## config.mk

```make
export PLATFORM = sky130hd
export DESIGN_NAME = ptb_top
export DESIGN_NICKNAME = d
export VERILOG_FILES = /design/src/hdl/ptb_pkg.sv /design/src/hdl/ptb_postscaler.sv /design/src/hdl/ptb_prescaler.sv /design/src/hdl/ptb_top.sv
export SDC_FILE = /design/constraint.sdc
export NUM_CORES = 1
export LEC_CHECK = 0
export ABC_AREA = 1
export BUFFER_PORTS_ARGS = -buffer_cell sky130_fd_sc_hd__buf_2
export CAP_MARGIN = 20
export CORE_MARGIN = 2
export CORE_UTILIZATION = 40
export CTS_BUF_LIST = sky130_fd_sc_hd__clkbuf_16
export CTS_CLUSTER_DIAMETER = 50
export DETAILED_ROUTE_END_ITERATION = 16
export GPL_ROUTABILITY_DRIVEN = 0
export PLACE_DENSITY = 0.67
export RECOVER_POWER = 25
export SYNTH_ARGS = -nofsm -noshare
export SYNTH_HDL_FRONTEND = slang
export SYNTH_HIERARCHICAL = 1
export SYNTH_SLANG_ARGS = --single-unit
```

## constraint.sdc

```tcl
create_clock -name ref_clk_in -period 4.1 [get_ports ref_clk_in]
set_input_delay 0.41 -clock ref_clk_in [delete_from_list [all_inputs] [get_ports ref_clk_in]]
set_output_delay 0.41 -clock ref_clk_in [all_outputs]
set_load 0.005 [all_outputs]
```

## src/hdl/ptb_pkg.sv

```systemverilog
// Constants, register map and types shared by the time base files.
// Functional notes
// - The time base is a 15-bit counter stepped through an input prescaler, with a postscaler on its event output, and software can read the count.
// - The top bit of the count register is a read-only direction flag, zero while counting up and one while counting down.
// - Setting the enable starts counting, clearing it stops counting, and a software clear leaves the count untouched.
// - When the low 15 count bits reach the period, the next step either returns the count to zero or turns the direction, by mode.
// - A period of zero stops the counter and suppresses every interrupt and trigger event.
// - While the active period is zero no new period is loaded, so software must disable the time base to change it.
// - A 2-bit mode field picks free-running, single-shot, continuous up/down, or up/down with double updates.
// - The mode field together with the 4-bit postscale field decides which interrupt events are produced.
// - In free-running mode the counter counts up to the period, returns to zero on the next step and repeats while enabled.
// - In free-running mode each wrap to zero at a period match is an interrupt event that the postscaler may thin out.
// - In single-shot mode the counter counts up when enabled, returns to zero after the match and hardware clears the enable.
// - In single-shot mode one interrupt event is raised at the match and wrap, and the postscaler has no effect.
// - In continuous up/down mode the counter turns down after the period and raises a postscalable event when it reaches zero.
// - In double-update mode an event is raised both at zero and at every period match, with no postscaling.
// - The counter clock is prescaled by 1, 4, 16 or 64, and the prescaler is cleared by a count or control write or reset.
// - The event output passes a 4-bit postscaler dividing by 1 to 16, cleared by a count or control write or reset.

package ptb_pkg;

  // ----------------------------------------------------------------------
  // Widths
  // ----------------------------------------------------------------------
  localparam int CNT_W = 15;
  localparam int DATA_W = 16;
  localparam int ADDR_W = 8;
  localparam int PRE_W = 6;
  localparam int POST_W = 4;

  // ----------------------------------------------------------------------
  // Register byte offsets
  // ----------------------------------------------------------------------
  localparam logic [ADDR_W-1:0] ADDR_CONTROL = 8'h00;
  localparam logic [ADDR_W-1:0] ADDR_COUNT = 8'h04;
  localparam logic [ADDR_W-1:0] ADDR_PERIOD = 8'h08;
  localparam logic [ADDR_W-1:0] ADDR_INT_STATUS = 8'h0c;
  localparam logic [ADDR_W-1:0] ADDR_INT_MASK = 8'h10;

  // ----------------------------------------------------------------------
  // Field positions
  // ----------------------------------------------------------------------
  localparam int CTL_EN_BIT = 15;
  localparam int CTL_OPS_LSB = 4;
  localparam int CTL_CKPS_LSB = 2;
  localparam int CTL_MODE_LSB = 0;
  localparam int COUNT_DIR_BIT = 15;
  localparam int INT_TB_BIT = 0;

  // ----------------------------------------------------------------------
  // Reset values
  // ----------------------------------------------------------------------
  localparam logic [CNT_W-1:0] CNT_RST = 15'h0000;
  localparam logic [CNT_W-1:0] PER_RST = 15'h0000;
  localparam logic [CNT_W-1:0] CNT_ONE = 15'h0001;
  localparam logic [DATA_W-1:0] DATA_ZERO = 16'h0000;
  localparam logic [POST_W-1:0] POST_RST = 4'h0;
  localparam logic [PRE_W-1:0] PRE_RST = 6'h00;

  // ----------------------------------------------------------------------
  // Prescaler terminal counts for 1:1, 1:4, 1:16 and 1:64
  // ----------------------------------------------------------------------
  localparam logic [PRE_W-1:0] PRE_LIM_1 = 6'h00;
  localparam logic [PRE_W-1:0] PRE_LIM_4 = 6'h03;
  localparam logic [PRE_W-1:0] PRE_LIM_16 = 6'h0f;
  localparam logic [PRE_W-1:0] PRE_LIM_64 = 6'h3f;

  // ----------------------------------------------------------------------
  // Types
  // ----------------------------------------------------------------------
  typedef enum logic [1:0]
  {
    PTB_MODE_FREE = 2'h0,
    PTB_MODE_SINGLE = 2'h1,
    PTB_MODE_UPDOWN = 2'h2,
    PTB_MODE_DOUBLE = 2'h3
  } ptb_mode_t;

  typedef enum logic [1:0]
  {
    PTB_UP = 2'b01,
    PTB_DOWN = 2'b10
  } ptb_dir_t;

endpackage : ptb_pkg

```

## src/hdl/ptb_postscaler.sv

```systemverilog
// Event postscaler passing one of every 1 to 16 events.
`timescale 1ns/1ns

module ptb_postscaler
  import ptb_pkg::*;
(
  // Clock and reset
  input wire logic ref_clk_in,
  input wire logic rst_in,
  // Control
  input wire logic clear_in,
  input wire logic [POST_W-1:0] sel_in,
  // Events
  input wire logic event_in,
  output logic event_out
);

  logic [POST_W-1:0] cnt_q;
  logic [POST_W-1:0] cnt_d;

  // Pass the event whose count equals the select, then start over.
  always_comb
  begin
    event_out = event_in && !clear_in && (cnt_q == sel_in);
    cnt_d = cnt_q;
    if (clear_in || event_out)
      cnt_d = POST_RST;
    else if (event_in)
      cnt_d = POST_W'(cnt_q + 1'b1);
  end

  // Postscaler count register.
  always_ff @(posedge ref_clk_in)
  begin
    if (rst_in)
      cnt_q <= POST_RST;
    else
      cnt_q <= cnt_d;
  end

endmodule : ptb_postscaler

```

## src/hdl/ptb_prescaler.sv

```systemverilog
// Input prescaler that turns the clock into counter steps.
`timescale 1ns/1ns

module ptb_prescaler
  import ptb_pkg::*;
(
  // Clock and reset
  input wire logic ref_clk_in,
  input wire logic rst_in,
  // Control
  input wire logic clear_in,
  input wire logic [1:0] sel_in,
  // Step pulse
  output logic tick_out
);

  logic [PRE_W-1:0] cnt_q;
  logic [PRE_W-1:0] cnt_d;
  logic [PRE_W-1:0] limit;

  // Terminal count from the ratio select; a step fires at the limit.
  always_comb
  begin
    unique case (sel_in)
      2'h0: limit = PRE_LIM_1;
      2'h1: limit = PRE_LIM_4;
      2'h2: limit = PRE_LIM_16;
      default: limit = PRE_LIM_64;
    endcase
    tick_out = !clear_in && (cnt_q == limit);
    if (clear_in || tick_out)
      cnt_d = PRE_RST;
    else
      cnt_d = PRE_W'(cnt_q + 1'b1);
  end

  // Prescaler count register.
  always_ff @(posedge ref_clk_in)
  begin
    if (rst_in)
      cnt_q <= PRE_RST;
    else
      cnt_q <= cnt_d;
  end

endmodule : ptb_prescaler

```

## src/hdl/ptb_top.sv

```systemverilog
// Time base of a motor-control PWM unit with register port and interrupt.
`timescale 1ns/1ns

module ptb_top
  import ptb_pkg::*;
(
  // Clock and reset
  input wire logic ref_clk_in,
  input wire logic rst_in,
  // Register port
  input wire logic [ADDR_W-1:0] addr_in,
  input wire logic [DATA_W-1:0] wr_data_in,
  input wire logic wr_in,
  input wire logic rd_in,
  output logic [DATA_W-1:0] rd_data_out,
  // Interrupt
  output logic irq_out,
  // Time base state for the comparators
  output logic [CNT_W-1:0] time_base_count_out,
  output logic count_direction_flag_out,
  output logic period_match_out,
  output logic count_zero_out
);

  // ----------------------------------------------------------------------
  // State
  // ----------------------------------------------------------------------
  logic time_base_enable_q;
  logic time_base_enable_d;
  ptb_mode_t time_base_mode_select_q;
  ptb_mode_t time_base_mode_select_d;
  logic [1:0] input_prescale_select_q;
  logic [1:0] input_prescale_select_d;
  logic [POST_W-1:0] output_postscale_select_q;
  logic [POST_W-1:0] output_postscale_select_d;
  logic [CNT_W-1:0] cnt_q;
  logic [CNT_W-1:0] cnt_d;
  ptb_dir_t dir_q;
  ptb_dir_t dir_d;
  logic [CNT_W-1:0] period_buf_q;
  logic [CNT_W-1:0] period_buf_d;
  logic [CNT_W-1:0] period_value_q;
  logic [CNT_W-1:0] period_value_d;
  logic int_status_q;
  logic int_status_d;
  logic int_mask_q;
  logic int_mask_d;
  logic irq_q;
  logic irq_d;
  logic [DATA_W-1:0] rd_data_q;
  logic [DATA_W-1:0] rd_data_d;
  logic match_q;
  logic zero_q;

  // ----------------------------------------------------------------------
  // Decode and events
  // ----------------------------------------------------------------------
  logic ctl_wr;
  logic cnt_wr;
  logic per_wr;
  logic sts_wr;
  logic msk_wr;
  logic tick;
  logic step;
  logic at_per;
  logic wrap;
  logic turn_down;
  logic zero_evt;
  logic post_in;
  logic post_out;
  logic direct_evt;
  logic tb_event;
  logic per_load;

  // Write strobes per register.
  assign ctl_wr = wr_in && (addr_in == ADDR_CONTROL);
  assign cnt_wr = wr_in && (addr_in == ADDR_COUNT);
  assign per_wr = wr_in && (addr_in == ADDR_PERIOD);
  assign sts_wr = wr_in && (addr_in == ADDR_INT_STATUS);
  assign msk_wr = wr_in && (addr_in == ADDR_INT_MASK);

  // The prescaler also restarts while disabled, so a fresh enable waits a full ratio.
  ptb_prescaler u_prescaler
  (
    .ref_clk_in(ref_clk_in),
    .rst_in(rst_in),
    .clear_in(ctl_wr || cnt_wr || !time_base_enable_q),
    .sel_in(input_prescale_select_q),
    .tick_out(tick)
  );

  // A zero period stops all stepping and thus every event.
  assign step = tick && time_base_enable_q && (period_value_q != PER_RST);
  // Greater-or-equal keeps the counter from running away after a period shrink.
  assign at_per = (cnt_q >= period_value_q);

  // ----------------------------------------------------------------------
  // Counter, direction and enable
  // ----------------------------------------------------------------------
  always_comb
  begin
    cnt_d = cnt_q;
    dir_d = dir_q;
    time_base_enable_d = time_base_enable_q;
    wrap = 1'b0;
    turn_down = 1'b0;
    zero_evt = 1'b0;
    if (ctl_wr)
      time_base_enable_d = wr_data_in[CTL_EN_BIT];
    if (cnt_wr)
      cnt_d = wr_data_in[CNT_W-1:0];
    else if (step)
    begin
      if (time_base_mode_select_q == PTB_MODE_FREE || time_base_mode_select_q == PTB_MODE_SINGLE)
      begin
        if (at_per)
        begin
          cnt_d = CNT_RST;
          wrap = 1'b1;
          // A software write in the same cycle keeps its own enable value.
          if (time_base_mode_select_q == PTB_MODE_SINGLE && !ctl_wr)
            time_base_enable_d = 1'b0;
        end
        else
          cnt_d = CNT_W'(cnt_q + CNT_ONE);
      end
      else
      begin
        unique case (dir_q)
          PTB_UP:
          begin
            if (at_per)
            begin
              dir_d = PTB_DOWN;
              cnt_d = CNT_W'(cnt_q - CNT_ONE);
              turn_down = 1'b1;
            end
            else
              cnt_d = CNT_W'(cnt_q + CNT_ONE);
          end
          PTB_DOWN:
          begin
            if (cnt_q <= CNT_ONE)
            begin
              dir_d = PTB_UP;
              cnt_d = CNT_RST;
              zero_evt = 1'b1;
            end
            else
              cnt_d = CNT_W'(cnt_q - CNT_ONE);
          end
          default:
          begin
            dir_d = PTB_UP;
            cnt_d = CNT_RST;
          end
        endcase
      end
    end
  end

  // Counter registers.
  always_ff @(posedge ref_clk_in)
  begin
    if (rst_in)
    begin
      cnt_q <= CNT_RST;
      dir_q <= PTB_UP;
      time_base_enable_q <= 1'b0;
    end
    else
    begin
      cnt_q <= cnt_d;
      dir_q <= dir_d;
      time_base_enable_q <= time_base_enable_d;
    end
  end

  // ----------------------------------------------------------------------
  // Configuration and period
  // ----------------------------------------------------------------------
  // The period loads at a wrap or at zero, and freely while disabled, but never
  // out of a zero period while running.
  assign per_load = !time_base_enable_q ||
                    ((period_value_q != PER_RST) && (wrap || zero_evt));

  always_comb
  begin
    time_base_mode_select_d = time_base_mode_select_q;
    input_prescale_select_d = input_prescale_select_q;
    output_postscale_select_d = output_postscale_select_q;
    period_buf_d = period_buf_q;
    period_value_d = period_value_q;
    if (ctl_wr)
    begin
      time_base_mode_select_d = ptb_mode_t'(wr_data_in[CTL_MODE_LSB +: 2]);
      input_prescale_select_d = wr_data_in[CTL_CKPS_LSB +: 2];
      output_postscale_select_d = wr_data_in[CTL_OPS_LSB +: POST_W];
    end
    if (per_wr)
      period_buf_d = wr_data_in[CNT_W-1:0];
    if (per_load)
      period_value_d = period_buf_q;
  end

  // Configuration registers.
  always_ff @(posedge ref_clk_in)
  begin
    if (rst_in)
    begin
      time_base_mode_select_q <= PTB_MODE_FREE;
      input_prescale_select_q <= 2'h0;
      output_postscale_select_q <= POST_RST;
      period_buf_q <= PER_RST;
      period_value_q <= PER_RST;
    end
    else
    begin
      time_base_mode_select_q <= time_base_mode_select_d;
      input_prescale_select_q <= input_prescale_select_d;
      output_postscale_select_q <= output_postscale_select_d;
      period_buf_q <= period_buf_d;
      period_value_q <= period_value_d;
    end
  end

  // ----------------------------------------------------------------------
  // Event routing and postscaler
  // ----------------------------------------------------------------------
  // Free-running wraps and up/down zeros are postscaled; single-shot wraps and double-update zeros and matches go direct.
  assign post_in = (time_base_mode_select_q == PTB_MODE_FREE && wrap) ||
                   (time_base_mode_select_q == PTB_MODE_UPDOWN && zero_evt);
  assign direct_evt = (time_base_mode_select_q == PTB_MODE_SINGLE && wrap) ||
                      (time_base_mode_select_q == PTB_MODE_DOUBLE && (zero_evt || turn_down));

  ptb_postscaler u_postscaler
  (
    .ref_clk_in(ref_clk_in),
    .rst_in(rst_in),
    .clear_in(ctl_wr || cnt_wr),
    .sel_in(output_postscale_select_q),
    .event_in(post_in),
    .event_out(post_out)
  );

  assign tb_event = post_out || direct_evt;

  // ----------------------------------------------------------------------
  // Interrupt and register read
  // ----------------------------------------------------------------------
  always_comb
  begin
    int_mask_d = int_mask_q;
    if (msk_wr)
      int_mask_d = wr_data_in[INT_TB_BIT];
    // A set in the clearing cycle wins so no event is lost.
    int_status_d = (int_status_q && !(sts_wr && wr_data_in[INT_TB_BIT])) || tb_event;
    irq_d = int_status_d && int_mask_d;
    rd_data_d = DATA_ZERO;
    if (rd_in)
    begin
      unique case (addr_in)
        ADDR_CONTROL:
        begin
          rd_data_d[CTL_EN_BIT] = time_base_enable_q;
          rd_data_d[CTL_OPS_LSB +: POST_W] = output_postscale_select_q;
          rd_data_d[CTL_CKPS_LSB +: 2] = input_prescale_select_q;
          rd_data_d[CTL_MODE_LSB +: 2] = time_base_mode_select_q;
        end
        ADDR_COUNT:
        begin
          rd_data_d[CNT_W-1:0] = cnt_q;
          rd_data_d[COUNT_DIR_BIT] = (dir_q == PTB_DOWN);
        end
        ADDR_PERIOD: rd_data_d[CNT_W-1:0] = period_buf_q;
        ADDR_INT_STATUS: rd_data_d[INT_TB_BIT] = int_status_q;
        ADDR_INT_MASK: rd_data_d[INT_TB_BIT] = int_mask_q;
        default: rd_data_d = DATA_ZERO;
      endcase
    end
  end

  // Interrupt, read data and event output registers.
  always_ff @(posedge ref_clk_in)
  begin
    if (rst_in)
    begin
      int_status_q <= 1'b0;
      int_mask_q <= 1'b0;
      irq_q <= 1'b0;
      rd_data_q <= DATA_ZERO;
      match_q <= 1'b0;
      zero_q <= 1'b0;
    end
    else
    begin
      int_status_q <= int_status_d;
      int_mask_q <= int_mask_d;
      irq_q <= irq_d;
      rd_data_q <= rd_data_d;
      match_q <= wrap || turn_down;
      zero_q <= wrap || zero_evt;
    end
  end

  assign rd_data_out = rd_data_q;
  assign irq_out = irq_q;
  assign time_base_count_out = cnt_q;
  assign count_direction_flag_out = (dir_q == PTB_DOWN);
  assign period_match_out = match_q;
  assign count_zero_out = zero_q;
endmodule : ptb_top

```

==> summary.md <==
| Metric | Value |
|---|---|
| CTS tree | `done` |
| Status | `complete, no violations` |
| Synth-to-layout area growth | `12.7%` |
| First-pass GRT wire length | `24.9 mm` |
| Iteration-0 DRC count of the detailed router | `383` |
| Number of hold violations in the final report | `0` |
| CTS Root Cell | `clkbuf_16` |
| IO buf count | `62` |
| Multi-input logic area | `2990 µm²` |
| Ys Warns | `6` |
| Yosys top cell area share | `0.322` |
| Leak Pwr | `2.96 nW` |
| Design Area, Final | `6100 µm²` |
| Io pins | `63` |
| # DRC | `0` |
| Max-slew violations | `0` |
| Die Ht | `120 µm` |
| Routed vias/inst | `5.01` |
| Cell taking the most area after synthesis | `dfxtp_1` |
| Routed wire per std cell | `14.3 µm` |
| Switch Pwr | `0.000409 W` |
| Total wire length | `15.1 mm` |
| Fmax achieved | `322 MHz` |
| Switching Share | `0.225` |
| Die ar. | `14,500 µm²` |
| Cell Area, Placed | `5820 µm²` |
| CP arrival | `3.39 ns` |
| Nets | `928` |
| Core Util, Final | `0.461` |
| Cts hold-fix bufs | `0` |
| Reg-to-Reg Start | `time_base_count_out[0]$_SDFFE_PP0P_` |
| Worst path required time | `4.39 ns` |
| Core Rows | `42` |
| Worst hold path stage count | `2` |
| Post-synthesis adder-cell area fraction | `0.0509` |
| CTS buffer count | `9` |
| Gate power share | `0.039` |
| Max_cap viols | `0` |
| Synth cell types | `38` |
| Worst hold slack | `0.319 ns` |
| Post-cts sizing count | `0` |
| Share of layout cells above drive strength 1 | `0.122` |
| Die width | `120 µm` |
| Routed Antenna Nets | `0` |
| Final Setup Violations | `0` |
| Clock power frac | `0.495` |
| CTS max path bufs | `2` |
| Post-synthesis mux area share | `0` |
| Sum Neg Setup Slack | `0 ns` |
| Setup ws final | `0.996 ns` |
| Place WS | `0.772 ns` |
| Post-synthesis register bit count | `87` |
| H-tree depth reported by CTS | `3` |
| Compound-Gate Fraction of Synth Area | `0.130` |
| Syn_nets | `880` |
| Slew of the pin with the lowest slew margin | `0.964 ns` |
| Worst-Skew Late Latency | `0.36 ns` |
| Post-synth EDFFs | `0` |
| Fill cell count | `1,442` |
| RSZ-0062 raised after global routing | `no` |
| Max VDD drop | `0.280 mV` |
| Largest net degree at the start of global routing | `57` |
| Clk sinks | `87` |
| Global Route Usage Sum | `0.219` |
| Critical Path End Type | `flip-flop` |
| GRT overflow | `0` |
| Power per cell area | `298 nW/µm²` |
| Antenna violations before repair | `0` |
| CP startpoint kind | `flip-flop` |
| Worst-path fanout max | `12` |
| CP Class | `flip-flop to flip-flop` |
| Mapped cell area | `5410 µm²` |
| Total number of vias | `5,303` |
| Skew final | `0.0107 ns` |
| Hold endpoint | `int_status_q$_SDFF_PP0_` |
| Fin crit share | `0.757` |
| Clock-pin slew on the worst setup and hold paths | `0.07 ns` |
| Number of global-route vias before repair | `4,985` |
| Post-Synth XOR/XNOR Area | `0.0388` |
| Initial Util | `0.409` |
| Largest family of logic cells by synthesized area | `simple AND/OR/NAND/NOR gates` |
| Post-Synth Simple-Gate Area | `0.338` |
| Crit path time final | `3.10 ns` |
| FF-to-FF End | `irq_out$_SDFF_PP0_` |
| Initial DRT Pass Iterations | `5` |
| Slew margin rel. | `0.356` |
| R2R depth | `18` |
| Detail Placement HPWL | `11.1 mm` |
| N_diodes | `0` |
| Synthesized area per cell | `6.52 µm²` |
| Core area | `13,200 µm²` |
| Share of synthesized registers carrying an async set or reset | `0` |
| R2r setup slk | `1.0 ns` |
| Primary FF master, synth | `dfxtp_1` |
| Min-delay src | `rst_in` |
| Sequential share of power | `0.467` |
| Setup bufs post-CTS | `0` |
| Post-synthesis cell count | `830` |
| Fraction of the yosys area taken by sequential cells | `0.322` |
| Power Internal | `0.00141 W` |
| Worst Hold Class | `input pin to flip-flop` |
| Area contributors post-synth | `dfxtp_1 (32%), nand2_1 (13%), nor2_1 (9.4%)` |
| Storage cell area | `1740 µm²` |
[through the flow]
step,power (W),std cells
global route,0.00187,1059
global placement,0.000939,1043
detailed placement,0.000939,1043
floorplan,0.000906,830
finish,0.00182,1059
CTS,0.00183,1059
[worst max-delay path: stages (launching register included)]
cell	delay [ns]
dfxtp_1	0.48
inv_1	0.22
ha_1	0.34
nand2_1	0.05
nor2_1	0.08
nand2_1	0.11
nor2_1	0.10
nor2_1	0.06
nand3_2	0.24
nand3_4	0.15
nand2_1	0.11
nand2_1	0.05
nor2_1	0.34
nand2_1	0.12
a21oi_1	0.14
nand3_1	0.08
nor3_1	0.14
a21oi_1	0.07
a21oi_1	0.14
[layout make-up]
type,instances,share of cell area
Tap cell,176,0.0361
Multi-Input combinational cell,579,0.490
Inverter,138,0.0849
Sequential cell,87,0.286
Clock inverter,7,0.0168
Clock buffer,9,0.0369
Timing Repair Buffer,63,0.0496
[cells by family after synthesis]
kind of cell,count (synthesis)
adders and majority gates,22
DFF,87
and+or+nand+nor,413
xor gates and xnor gates,24
AOI/OAI and AO/OA,120
buffers and inverters,164
[metal layers]
metal | part of all wire | up-vias | track usage
met2 | 0.46 | 161 | 0.349
met4 | 0.022 | 0 | 0.0734
met3 | 0.067 | 27 | 0.0505
li1 | - | 2716 | -
met1 | 0.45 | 2399 | 0.293
met5 | 0 | - | 0
[power groups by stage]
stage | combinational, W | clock [W] | sequential, W
floorplan | 0.0000394 | 0 | 0.000866
global placement | 0.0000718 | 0 | 0.000867
detailed placement | 0.0000719 | 0 | 0.000867
CTS | 0.0000724 | 0.000914 | 0.000848
global route | 0.0000783 | 0.000947 | 0.000847
finish | 0.0000705 | 0.000899 | 0.000848
[flip-flops by register name (all words and copies together), names as in the netlist]
register,cells
period_match_out,1
time_base_enable_q,1
time_base_mode_select_q,2
int_status_q,1
input_prescale_select_q,2
u_postscaler/cnt_q,4
u_prescaler/cnt_q,6
dir_q,2
output_postscale_select_q,4
rd_data_out,16
int_mask_q,1
period_value_q,15
count_zero_out,1
irq_out,1
period_buf_q,15
time_base_count_out,15
[how the worst max path moves through the flow]
| stage | slack (ns) | startpoint | endpoint |
|---|---|---|---|
| floorplan | 1.34 | addr_in[5] | int_status_q$_SDFF_PP0_ |
| global placement | 0.88 | addr_in[6] | irq_out$_SDFF_PP0_ |
| detailed placement | 0.77 | addr_in[6] | irq_out$_SDFF_PP0_ |
| CTS | 1.04 | time_base_count_out[0]$_SDFFE_PP0P_ | irq_out$_SDFF_PP0_ |
| global route | 0.59 | addr_in[6] | irq_out$_SDFF_PP0_ |
| finish | 1.0 | time_base_count_out[0]$_SDFFE_PP0P_ | irq_out$_SDFF_PP0_ |
[Yosys cell counts, types with 2 or more instances]
master    number
a21oi_1       45
buf_1          2
buf_2         11
buf_4          2
buf_6          2
clkbuf_1       9
dfxtp_1       87
ha_1          22
inv_1        125
inv_2         13
nand2_1      191
nand2_2        6
nand3_1       41
nand3_2        3
nand3_4        4
nand3b_1       2
nand4_1        9
nor2_1       135
nor2_2         7
nor2_4         5
nor3_1         5
o21ai_0       37
o21ai_1        2
o21bai_1       2
o221ai_1      19
o22ai_1       10
xnor2_1        3
xor2_1        21
[cell usage in the layout (no fill, tap or decap), drive strengths merged]
cell type / Yosys / routed
o21bai: 2 / 2
a211oi: 1 / 1
bufinv: 0 / 2
nand3: 48 / 48
nor4: 1 / 1
inv: 138 / 140
nand4: 10 / 10
o21ai: 40 / 40
clkinv: 0 / 2
nand3b: 2 / 2
dfxtp: 87 / 87
clkinvlp: 0 / 1
buf: 17 / 51
a21oi: 46 / 46
or2: 1 / 1
nor2: 148 / 148
nand2: 197 / 197
o21a: 1 / 1
o22ai: 10 / 10
o221ai: 19 / 19
clkbuf: 9 / 21
xnor2: 3 / 3
nor3: 6 / 6
ha: 22 / 22
o211ai: 1 / 1
xor2: 21 / 21
Power figures use the tool's default switching activity.
